`src/design/mdu_pkg.sv`:
```
// Package with register offsets, control field positions and timing counts for the arithmetic unit.
`default_nettype none
package mdu_pkg;
  localparam logic [3:0] OFS_A_LOW      = 4'h0;
  localparam logic [3:0] OFS_A_HIGH     = 4'h1;
  localparam logic [3:0] OFS_B_LOW      = 4'h2;
  localparam logic [3:0] OFS_B_HIGH     = 4'h3;
  localparam logic [3:0] OFS_C_LOW      = 4'h4;
  localparam logic [3:0] OFS_C_HIGH     = 4'h5;
  localparam logic [3:0] OFS_CONTROL    = 4'h6;
  localparam int         BIT_DIVIDE     = 7;
  localparam int         BIT_ACCUM      = 6;
  localparam int         BIT_SIGNED     = 3;
  localparam int         BIT_OVERFLOW   = 2;
  localparam int         BIT_SIGN       = 1;
  localparam int         BIT_START      = 0;
  localparam logic [7:0] CONTROL_RESET  = 8'h00;
  localparam logic [15:0] DATA_RESET    = 16'h0000;
  localparam logic [7:0] CONTROL_WMASK  = 8'hc8;
  localparam logic [5:0] DIV_STEPS      = 6'h20;
  localparam int         DATA_W         = 16;
endpackage
`default_nettype wire

```
`src/design/mdu_divider.sv`:
```
// Iterative restoring divider, one quotient bit per clock.
`default_nettype none
module mdu_divider
  import mdu_pkg::*;
(
  input  wire logic        clk_i,
  input  wire logic        reset_i,
  input  wire logic        start_i,
  input  wire logic [31:0] dividend_i,
  input  wire logic [31:0] divisor_i,
  output logic             done_o,
  output logic [31:0]      quotient_o,
  output logic [31:0]      remainder_o
);
  logic [5:0]  count;
  logic [5:0]  next_count;
  logic [31:0] quo;
  logic [31:0] next_quo;
  logic [31:0] rem;
  logic [31:0] next_rem;
  logic [31:0] dsr;
  logic [31:0] next_dsr;
  logic        done;
  logic        next_done;
  logic [33:0] trial;

  always_comb begin
    next_count = count;
    next_quo   = quo;
    next_rem   = rem;
    next_dsr   = dsr;
    next_done  = 1'b0;
    trial      = {1'b0, rem, quo[31]} - {2'b00, dsr};
    if (start_i) begin
      next_count = DIV_STEPS;
      next_quo   = dividend_i;
      next_rem   = 32'h0000_0000;
      next_dsr   = divisor_i;
    end else if (count != 6'h00) begin
      if (trial[33]) begin
        next_rem = {rem[30:0], quo[31]};
        next_quo = {quo[30:0], 1'b0};
      end else begin
        next_rem = trial[31:0];
        next_quo = {quo[30:0], 1'b1};
      end
      next_count = count - 6'h01;
      next_done  = (count == 6'h01);
    end
  end

  always_ff @(posedge clk_i or posedge reset_i) begin
    if (reset_i) begin
      count <= 6'h00;
      quo   <= 32'h0000_0000;
      rem   <= 32'h0000_0000;
      dsr   <= 32'h0000_0000;
      done  <= 1'b0;
    end else begin
      count <= next_count;
      quo   <= next_quo;
      rem   <= next_rem;
      dsr   <= next_dsr;
      done  <= next_done;
    end
  end

  assign done_o      = done;
  assign quotient_o  = quo;
  assign remainder_o = rem;
endmodule
`default_nettype wire

```
`src/design/mdu_core.sv`:
```
// Memory-mapped multiply, multiply-accumulate and divide unit with its register file.
`default_nettype none
module mdu_core
  import mdu_pkg::*;
(
  input  wire logic        clk_i,
  input  wire logic        reset_i,
  input  wire logic [3:0]  addr_i,
  input  wire logic [15:0] wdata_i,
  input  wire logic        write_i,
  input  wire logic        read_i,
  output logic [15:0]      rdata_o,
  output logic             arith_interrupt_o
);
  typedef enum logic [1:0] {MDU_IDLE, MDU_MUL, MDU_ACC, MDU_DIV} mdu_state_e;

  mdu_state_e  state;
  mdu_state_e  next_state;
  logic [15:0] a_high;
  logic [15:0] next_a_high;
  logic [15:0] a_low;
  logic [15:0] next_a_low;
  logic [15:0] b_high;
  logic [15:0] next_b_high;
  logic [15:0] b_low;
  logic [15:0] next_b_low;
  logic [15:0] c_high;
  logic [15:0] next_c_high;
  logic [15:0] c_low;
  logic [15:0] next_c_low;
  logic [7:0]  control;
  logic [7:0]  next_control;
  logic        low_written;
  logic        next_low_written;
  logic [15:0] rdata;
  logic [15:0] next_rdata;
  logic        irq;
  logic        next_irq;
  logic [31:0] product;
  logic [32:0] sum_u;
  logic [31:0] sum_s;
  logic        ovf;
  logic        div_start;
  logic        div_done;
  logic [31:0] div_quo;
  logic [31:0] div_rem;

  function automatic logic is_write(input logic [3:0] a, input logic [3:0] ofs, input logic we);
    is_write = we && (a == ofs);
  endfunction

  wire logic divide_select     = control[BIT_DIVIDE];
  wire logic accumulate_select = control[BIT_ACCUM];
  wire logic signed_select     = control[BIT_SIGNED];

  // Product in selected signedness.
  always_comb begin
    if (signed_select) begin
      product = 32'($signed({{16{a_low[15]}}, a_low}) * $signed({{16{a_high[15]}}, a_high}));
    end else begin
      product = {16'h0000, a_low} * {16'h0000, a_high};
    end
    sum_u = {1'b0, b_high, b_low} + {1'b0, c_high, c_low};
    sum_s = sum_u[31:0];
    if (signed_select) begin
      ovf = (b_high[15] == c_high[15]) && (sum_s[31] != b_high[15]);
    end else begin
      ovf = sum_u[32];
    end
  end

  mdu_divider u_div (
    .clk_i       (clk_i),
    .reset_i     (reset_i),
    .start_i     (div_start),
    .dividend_i  ({a_high, a_low}),
    .divisor_i   ({b_high, b_low}),
    .done_o      (div_done),
    .quotient_o  (div_quo),
    .remainder_o (div_rem)
  );

  always_comb begin
    next_state       = state;
    next_a_high      = a_high;
    next_a_low       = a_low;
    next_b_high      = b_high;
    next_b_low       = b_low;
    next_c_high      = c_high;
    next_c_low       = c_low;
    next_control     = control;
    next_low_written = low_written;
    next_irq         = 1'b0;
    div_start        = 1'b0;
    // Software writes: data registers take all 16 bits, control takes only its writable bits 7, 6 and 3.
    if (is_write(addr_i, OFS_A_LOW, write_i)) begin
      next_a_low       = wdata_i;
      next_low_written = 1'b1;
    end
    if (is_write(addr_i, OFS_A_HIGH, write_i)) begin
      next_a_high = wdata_i;
    end
    if (is_write(addr_i, OFS_B_LOW, write_i)) begin
      next_b_low = wdata_i;
    end
    if (is_write(addr_i, OFS_B_HIGH, write_i)) begin
      next_b_high = wdata_i;
    end
    if (is_write(addr_i, OFS_C_LOW, write_i)) begin
      next_c_low = wdata_i;
    end
    if (is_write(addr_i, OFS_C_HIGH, write_i)) begin
      next_c_high = wdata_i;
    end
    if (is_write(addr_i, OFS_CONTROL, write_i)) begin
      next_control = (control & ~CONTROL_WMASK) | (wdata_i[7:0] & CONTROL_WMASK);
      if (!wdata_i[BIT_ACCUM] && !wdata_i[BIT_DIVIDE]) begin
        next_control[BIT_OVERFLOW] = 1'b0;
        next_control[BIT_SIGN]     = 1'b0;
      end
      // Start bit is set only in divide mode and cannot be cleared while busy.
      if (state != MDU_DIV && wdata_i[BIT_DIVIDE] && wdata_i[BIT_START]) begin
        next_control[BIT_START] = 1'b1;
        div_start               = 1'b1;
        next_state              = MDU_DIV;
      end
    end
    // Multiply starts on any write of the high half outside divide mode, except in the MDU_MUL cycle; low_written is not checked.
    if (is_write(addr_i, OFS_A_HIGH, write_i) && !divide_select && state != MDU_DIV) begin
      next_state = MDU_MUL;
    end
    case (state)
      MDU_IDLE: begin
      end
      MDU_MUL: begin
        next_b_high = product[31:16];
        next_b_low  = product[15:0];
        if (next_state == MDU_MUL) begin
          next_state = accumulate_select ? MDU_ACC : MDU_IDLE;
        end
      end
      MDU_ACC: begin
        next_c_high = sum_u[31:16];
        next_c_low  = sum_u[15:0];
        next_control[BIT_SIGN] = signed_select & sum_s[31];
        if (ovf) begin
          next_control[BIT_OVERFLOW] = 1'b1;
          next_irq                   = 1'b1;
        end
        if (next_state == MDU_ACC) begin
          next_state = MDU_IDLE;
        end
      end
      MDU_DIV: begin
        next_control[BIT_START] = 1'b1;
        // Quotient and remainder shift in place, so A and C show partial values.
        next_a_high = div_quo[31:16];
        next_a_low  = div_quo[15:0];
        next_c_high = div_rem[31:16];
        next_c_low  = div_rem[15:0];
        if (div_done) begin
          next_control[BIT_START] = 1'b0;
          next_irq                = !accumulate_select;
          next_state              = MDU_IDLE;
        end
      end
      default: begin
        next_state = MDU_IDLE;
      end
    endcase
    if (next_state != MDU_MUL && state == MDU_MUL) begin
      next_low_written = 1'b0;
    end
  end

  // Read data one cycle after the read strobe; unmapped reads give zero.
  always_comb begin
    next_rdata = 16'h0000;
    if (read_i) begin
      case (addr_i)
        OFS_A_LOW:   next_rdata = a_low;
        OFS_A_HIGH:  next_rdata = a_high;
        OFS_B_LOW:   next_rdata = b_low;
        OFS_B_HIGH:  next_rdata = b_high;
        OFS_C_LOW:   next_rdata = c_low;
        OFS_C_HIGH:  next_rdata = c_high;
        OFS_CONTROL: next_rdata = {8'h00, control};
        default:     next_rdata = 16'h0000;
      endcase
    end
  end

  always_ff @(posedge clk_i or posedge reset_i) begin
    if (reset_i) begin
      state       <= MDU_IDLE;
      a_high      <= DATA_RESET;
      a_low       <= DATA_RESET;
      b_high      <= DATA_RESET;
      b_low       <= DATA_RESET;
      c_high      <= DATA_RESET;
      c_low       <= DATA_RESET;
      control     <= CONTROL_RESET;
      low_written <= 1'b0;
      rdata       <= 16'h0000;
      irq         <= 1'b0;
    end else begin
      state       <= next_state;
      a_high      <= next_a_high;
      a_low       <= next_a_low;
      b_high      <= next_b_high;
      b_low       <= next_b_low;
      c_high      <= next_c_high;
      c_low       <= next_c_low;
      control     <= next_control;
      low_written <= next_low_written;
      rdata       <= next_rdata;
      irq         <= next_irq;
    end
  end

  assign rdata_o           = rdata;
  assign arith_interrupt_o = irq;
endmodule
`default_nettype wire

```
`config.mk`:
```
export PLATFORM = sky130hd
export DESIGN_NAME = mdu_core
export DESIGN_NICKNAME = d
export VERILOG_FILES = /design/src/design/mdu_pkg.sv /design/src/design/mdu_divider.sv /design/src/design/mdu_core.sv
export SDC_FILE = /design/constraint.sdc
export NUM_CORES = 2
export LEC_CHECK = 0
export ABC_AREA = 1
export CORE_ASPECT_RATIO = 2
export CORE_MARGIN = 8
export CORE_UTILIZATION = 35
export CTS_CLUSTER_DIAMETER = 150
export DETAILED_ROUTE_END_ITERATION = 8
export DONT_BUFFER_PORTS = 1
export PLACE_DENSITY_LB_ADDON = 0.15
export SKIP_LAST_GASP = 1
export SYNTH_ARGS = -nofsm -noshare
export SYNTH_HDL_FRONTEND = slang
export SYNTH_HIERARCHICAL = 1
export SYNTH_SLANG_ARGS = --single-unit
export TNS_END_PERCENT = 1
```
`constraint.sdc`:
```
create_clock -name clk_i -period 5.5 [get_ports clk_i]
set_input_delay 0.825 -clock clk_i [delete_from_list [all_inputs] [get_ports clk_i]]
set_output_delay 0.825 -clock clk_i [all_outputs]
set_load 0.05 [all_outputs]
```
# Word level (Yosys, flattened, before mapping)
# Cells that the tools add are included.
[op_classes] n_addsub=3 multipliers=2 n_eq_ne=15 muxes=46 bitwise=2 n_reduce_logical=28
[op_table] operator="two-way mux 32 bit" count=6
[op_table] operator="two-way mux 16 bit" count=11
[op_table] operator="case mux 16 bit (7 select lines)" count=1
[op_table] operator="multiplier 16 x 16 -> 32 bit" count=2
[op_table] operator="case mux 16 bit (2 select lines)" count=2
[op_table] operator="subtractor 33 x 32 -> 34 bit" count=1
[op_table] operator="adder 32 x 32 -> 33 bit" count=1
[op_table] operator="two-way mux 2 bit" count=9
[op_table] operator="nonzero test 2 bit" count=7
[op_table] operator="logical AND 1 bit" count=13
[op_table] operator="equality test 4 x 3 -> 1 bit, second input constant" count=3
[op_table] operator="two-way mux 1 bit" count=12
[op_table] operator="two-way mux 6 bit" count=2
[op_table] operator="equality test 4 x 2 -> 1 bit, second input constant" count=2
[op_table] operator="bitwise OR 6 x 8 -> 8 bit" count=1
[op_table] operator="equality test 2 bit, second input constant" count=3
[op_table] operator="equality test 6 x 1 -> 1 bit, second input constant" count=1
[op_table] operator="case mux 2 bit (3 select lines)" count=1
[op_table] operator="nonzero test 3 bit" count=2
[op_table] operator="nonzero test 6 bit" count=1
[op_table] operator="subtractor 6 x 1 -> 6 bit, second input constant" count=1
[op_table] operator="equality test 2 x 1 -> 1 bit, second input constant" count=2
[op_table] operator="equality test 4 x 1 -> 1 bit, second input constant" count=1
[op_table] operator="zero test 1 bit" count=4
[op_table] operator="7 further kinds" count=7
[word_totals] ff_bits=226 inputBits=24 out_inout_bits=17 wordCells=114

# Longest topological paths before layout
[logic_depth] word_depth=9 mapped_depth=32 ltp_nobuf=30

# Modules after synthesis
# The synthesis kept the hierarchy.
[by_module_without_submodules] mod="mdu_core" n_inst=1 cells_each=3499 area_per_inst_um2=24856.3 seq_area_each_um2=3027.9
[by_module_without_submodules] mod="mdu_divider" n_inst=1 cells_each=1054 area_per_inst_um2=7144.4 seq_area_each_um2=2577.5

# Worst setup path before layout
# Ideal clock, no wire load.
[synth_path] path_kind="reg2reg" start="reg a_low[15]" end="reg b_high[7]" setup_time_ns=0.117 t_arrival_ns=5.723 required_ns=5.383 path_slack_ns=-0.339 path_stages_with_launch=27 n_path_buf=2 synth_period_minus_slack_ns=5.839 cell_sequence="dfrtp_1 -> clkbuf_1 -> clkbuf_1 -> nand2_1 -> inv_1 -> fa_1 -> fa_1 -> fa_1 -> fa_1 -> fa_1 -> inv_1 -> fa_1 -> inv_1 -> ha_1 -> nand2_1 -> nor2_1 -> inv_1 -> nor2_1 -> nand4_1 -> nand3_1 -> nand2_1 -> nand3_1 -> nand2_1 -> nand2_1 -> nand2_1 -> nand2_1 -> nand2_1"
[synth_via] elab_chain_cells=3 word_cells_on_any_way=4 classes_between="mul: 2; mux: 2"
[synth_lines] item="start, declared" line_no="mdu_core.sv:21" text="logic [15:0] a_low;"
[synth_lines] item="start signal, assigned" line_no="mdu_core.sv:209" text="a_low <= next_a_low;"
[synth_lines] item="multiplier 16 x 16 -> 32 bit, on equally long branches" line_no="mdu_core.sv:61, mdu_core.sv:59"
[synth_lines] item="two-way mux 32 bit *" line_no="mdu_core.sv:58" text="if (signed_select) begin"
[synth_lines] item="two-way mux 16 bit *" line_no="mdu_core.sv:132" text="case (state)"
[synth_lines] item="end signal, assigned" line_no="mdu_core.sv:210" text="b_high <= next_b_high;"
[synth_lines] item="end, declared" line_no="mdu_core.sv:23" text="logic [15:0] b_high;"
# Mark *: on every way between the ends. The rest lies on a longest branch, timed or not.
# A chain may end at the register's enable or synchronous reset.

# Worst setup path after layout
[layout_path] start="reg a_high[5]" end="reg b_high[14]"
[layout_via] elab_chain_cells=3 word_cells_on_any_way=4 classes_between="mul: 2; mux: 2"
[layout_lines] item="start, declared" line_no="mdu_core.sv:19" text="logic [15:0] a_high;"
[layout_lines] item="start signal, assigned" line_no="mdu_core.sv:208" text="a_high <= next_a_high;"
[layout_lines] item="multiplier 16 x 16 -> 32 bit, on equally long branches" line_no="mdu_core.sv:61, mdu_core.sv:59"
[layout_lines] item="two-way mux 32 bit *" line_no="mdu_core.sv:58"
[layout_lines] item="two-way mux 16 bit *" line_no="mdu_core.sv:132"
# Marks and branches as above.

==> impl_summary.log <==
[metrics] global-route wire length before repair: 199000 um
[metrics] cell type contributing the most total cell area after synthesis: sky130_fd_sc_hd__fa_1
[metrics] placed cell count: approximately 6k
[metrics] category of the worst setup path launch point: flop
[metrics] post-layout worst setup margin: -0.339 ns
[metrics] Post-Syn Instances: 4553
[metrics] CTS H-tree lvls: 1
[metrics] slew at the pin closest to its max-slew limit: between 1 and 1.5 ns
[metrics] Synth Net Count: roughly 5.2k
[metrics] height of the chip: 444 um
[metrics] Routability Congestion: 0.979
[metrics] DR pass1 iterations: 5
[metrics] detailed placer's ending HPWL: approximately 110000 um
[metrics] synthesized area per cell: 7.03 um2
[metrics] Root Driver: sky130_fd_sc_hd__clkbuf_16
[metrics] number of hold buffers added after CTS: 0
[metrics] setup TNS after final layout: -6.27 ns
[metrics] number of global-route vias before repair: 31.3k
[metrics] final std cell area, no fill: approximately 38000 um2
[metrics] Crit Reg-Reg Endpoint: b_high[14]$_DFFE_PP0P_
[metrics] Post-Synth Simple-Gate Area: 26.7%
[metrics] max-capacitance violation count: 0
[metrics] count of unique library cells instantiated by Yosys: 60
[metrics] share of layout cells above drive strength 1: between 15 and 20%
[metrics] Crit Path Class: reg -> reg
[metrics] most common library cells after synthesis: sky130_fd_sc_hd__nand2_1, sky130_fd_sc_hd__inv_1, sky130_fd_sc_hd__fa_1
[metrics] CP startpoint: a_high[5]$_DFFE_PP0P_
[metrics] clock skew: ~0.019 ns
[metrics] cell with the most instances after synthesis: sky130_fd_sc_hd__nand2_1
[metrics] minimum hold slack: about 0.27 ns
[metrics] status: complete, but fails checks
[metrics] type of destination of the critical path: flop
[metrics] area of the core: just over 90000 um2
[metrics] synthesized cell area: roughly 32000 um2
[metrics] Worst-Skew Late Latency: approximately 0.59 ns
[metrics] final setup vio count: 23
[metrics] final net count: ~5.4k
[metrics] floorplan die area: 102000 um2
[metrics] R2R Setup Slk: -0.34 ns
[metrics] critical path capture point: b_high[14]$_DFFE_PP0P_
[metrics] path type of the worst min-delay path: in -> async
[metrics] share of synthesized flip-flops with an asynchronous set or reset: 100%
[metrics] number of sinks driven by the clock tree: 224
[metrics] combined area of the multi-input logic cells: between 20000 and 25000 um2
[metrics] drt drc: 0
[metrics] total global routing overflow: 0
[metrics] fraction of synthesized area in multiplexers: 0%
[metrics] row cnt: 157
[metrics] Final Instance Count excl. Fillers: about 6k
[metrics] final slew viol count: 0
[metrics] die width: roughly 230 um
[metrics] clock slew at the register clock pins of the worst setup and hold paths: 0.07 ns
[metrics] placed cell areas: roughly 36000 um2
[metrics] all-layer global routing usage: ~26%
[metrics] required arrival time at the worst endpoint: around 6 ns
[metrics] compound-gate portion of the synthesized area: 8.90%
[metrics] starting DRC count in detailed routing: about 2.3k
[metrics] Via density: ~5.0
[metrics] number of routed nets with antenna violations: 0
[metrics] cell types occupying the most area after synthesis: sky130_fd_sc_hd__fa_1, sky130_fd_sc_hd__dfrtp_1, sky130_fd_sc_hd__nand2_1
[metrics] launch point of the worst reg-to-reg path: a_high[5]$_DFFE_PP0P_
[metrics] min Tclk post-route: between 5 and 6 ns
[metrics] via count of the routed design: about 30k
[metrics] Post-synth EDFFs: 0
[metrics] post-synthesis sequential area ratio: between 10% and 20%
[metrics] portion of synthesized cell area occupied by the leading cell type: between 20% and 30%
[metrics] violations in the final reports: negative setup slack
[metrics] CTS Buffer Depth: 3
[metrics] number of clock buffers inserted by TritonCTS: 26
[metrics] reg2reg path depth: 27
[metrics] Max Freq: around 170 MHz
[metrics] fin crit share: 106%
[metrics] # fillers: about 9.6k
[metrics] area added between synthesis and finish: 18.6%
[metrics] adder-cell share of the synthesized area: a little under a third
[metrics] TritonCTS clock tree: yes
[metrics] largest net degree at the start of global routing: 100
[metrics] WL/cell: 21.8 um
[metrics] Top FF cell, synth: sky130_fd_sc_hd__dfrtp_1
[metrics] Synth Warn #: 6
[metrics] FF+latch area: about 5600 um2
[metrics] hold violation count in the final report: 0
[metrics] share of the synthesized netlist area taken by xor and xnor gates: less than 1%
[metrics] antenna violations before repair: 3
[metrics] unrepaired setup endpoints after global routing: yes
[metrics] worst rel slew slack: between 30% and 40%
[metrics] count of state elements after synthesis: between 200 and 250
[metrics] starting utilization of the core area: 35.1%
[metrics] Arr. time, crit path: approximately 6.4 ns
[metrics] dominant combinational cell family by area after synthesis: adder cells
[metrics] Routed Wire Length: 131000 um
[metrics] number of I/O pins: just over 40
[metrics] Buffers on Ports: 0
[metrics] top fanout value on the critical path: 11
## state kept, by name, indices dropped and copies added, names as in the netlist, 6 cells and up
name               count
u_div/quotient_o      32
b_low                 16
u_div/count            6
a_low                 16
control                6
u_div/dsr             32
c_low                 16
a_high                16
b_high                16
c_high                16
u_div/remainder_o     32
rdata_o               16
## worst min-delay path by stage
stage | end | slack [ns] | cells after the start
after floorplan | u_div/dsr[0]$_DFFE_PP0P_ | 0.45 | 2
after global placement | control[2]$_DFF_PP0_ | 0.47 | 2
after detailed placement | control[2]$_DFF_PP0_ | 0.48 | 2
after CTS | arith_interrupt_o$_DFF_PP0_ | 0.30 | 1
after global routing | a_high[13]$_DFFE_PP0P_ | 0.33 | 1
final | a_low[13]$_DFFE_PP0P_ | 0.27 | 1
## cell usage in the layout (no fill, tap or decap), types with 19 or more instances in the layout
| cell type | netlist | layout |
|---|---|---|
| sky130_fd_sc_hd__ha_4 | 0 | 28 |
| sky130_fd_sc_hd__nand3_2 | 8 | 23 |
| sky130_fd_sc_hd__a22oi_1 | 19 | 19 |
| sky130_fd_sc_hd__nor2_1 | 284 | 255 |
| sky130_fd_sc_hd__nor2_2 | 14 | 27 |
| sky130_fd_sc_hd__inv_1 | 1030 | 1003 |
| sky130_fd_sc_hd__dfrtp_1 | 224 | 213 |
| sky130_fd_sc_hd__o21ai_0 | 119 | 113 |
| sky130_fd_sc_hd__a21oi_1 | 152 | 134 |
| sky130_fd_sc_hd__buf_12 | 0 | 33 |
| sky130_fd_sc_hd__inv_2 | 22 | 47 |
| sky130_fd_sc_hd__nand2_1 | 1362 | 1322 |
| sky130_fd_sc_hd__nand3_1 | 231 | 216 |
| sky130_fd_sc_hd__a21oi_2 | 9 | 24 |
| sky130_fd_sc_hd__clkbuf_16 | 0 | 26 |
| sky130_fd_sc_hd__nor2_4 | 11 | 27 |
| sky130_fd_sc_hd__a31oi_1 | 48 | 48 |
| sky130_fd_sc_hd__nand2_2 | 30 | 61 |
| sky130_fd_sc_hd__buf_4 | 9 | 325 |
| sky130_fd_sc_hd__ha_1 | 219 | 186 |
| sky130_fd_sc_hd__fa_1 | 368 | 355 |
| sky130_fd_sc_hd__nand4_1 | 40 | 40 |
## through the flow
stage	utilization [%]	setup WS, ns
floorplan	-	-0.00819
global placement	39.2	-1.22
detailed placement	39.2	-1.18
CTS	41.4	-0.321
global route	41.6	-0.569
finish	41.6	-0.339
## what timing repair did
action                                  in CTS  in global routing
endpoints found under the setup margin      23                 24
setup buffers                               23                  6
gates resized for setup                    203                 46
pin swaps                                   78                 43
## routing by layer
| layer | track usage [%] | wire, um | part of all wire, % |
|---|---|---|---|
| met5 | 0.481 | 80 | 0.061 |
| met4 | 9.77 | 6120 | 4.7 |
| met3 | 2.75 | 7340 | 5.6 |
| met2 | 43.4 | 62600 | 48 |
| met1 | 33.3 | 55000 | 42 |
## layout make-up
cell class	count	area share, %
clock buffers	36	1.94
inverters	1055	10.5
multi-input cells	3127	59.7
well taps	1192	3.93
flip-flops and latches	224	14.8
repair buffers	369	8.51
diodes	2	0.0132
clock inverters	10	0.574
## critical path: stages, from the launching register on
cell,delay (ns)
sky130_fd_sc_hd__dfrtp_1,0.43
sky130_fd_sc_hd__buf_12,0.17
sky130_fd_sc_hd__buf_4,0.18
sky130_fd_sc_hd__nand2_1,0.07
sky130_fd_sc_hd__inv_1,0.05
sky130_fd_sc_hd__fa_1,0.51
sky130_fd_sc_hd__inv_1,0.05
sky130_fd_sc_hd__fa_1,0.47
sky130_fd_sc_hd__inv_1,0.05
sky130_fd_sc_hd__fa_1,0.43
sky130_fd_sc_hd__fa_1,0.51
sky130_fd_sc_hd__inv_1,0.06
sky130_fd_sc_hd__fa_1,0.53
sky130_fd_sc_hd__inv_1,0.05
sky130_fd_sc_hd__fa_1,0.49
sky130_fd_sc_hd__ha_4,0.36
sky130_fd_sc_hd__nand2_2,0.10
sky130_fd_sc_hd__inv_2,0.06
sky130_fd_sc_hd__nand2_1,0.08
sky130_fd_sc_hd__nor3_2,0.17
sky130_fd_sc_hd__nand2_1,0.09
sky130_fd_sc_hd__nand2_2,0.13
sky130_fd_sc_hd__nand2_1,0.09
sky130_fd_sc_hd__nand3_1,0.10
sky130_fd_sc_hd__nand3_2,0.14
sky130_fd_sc_hd__nand2_2,0.13
sky130_fd_sc_hd__nand2_1,0.07
sky130_fd_sc_hd__a21oi_2,0.13
## logic make-up (layout without fill, tap and decap cells)
logic type,Yosys count,after routing
and+or+nand+nor,2045,2045
buffers and inverters,1202,1470
adders and majority gates,587,587
AOI/OAI and AO/OA,467,467
DFF,224,224
xor gates and xnor gates,28,28
other,0,2
Power is left out: the tool's default activity adds up to more than one toggle a clock period on the data nets, which glitch-free logic cannot reach.
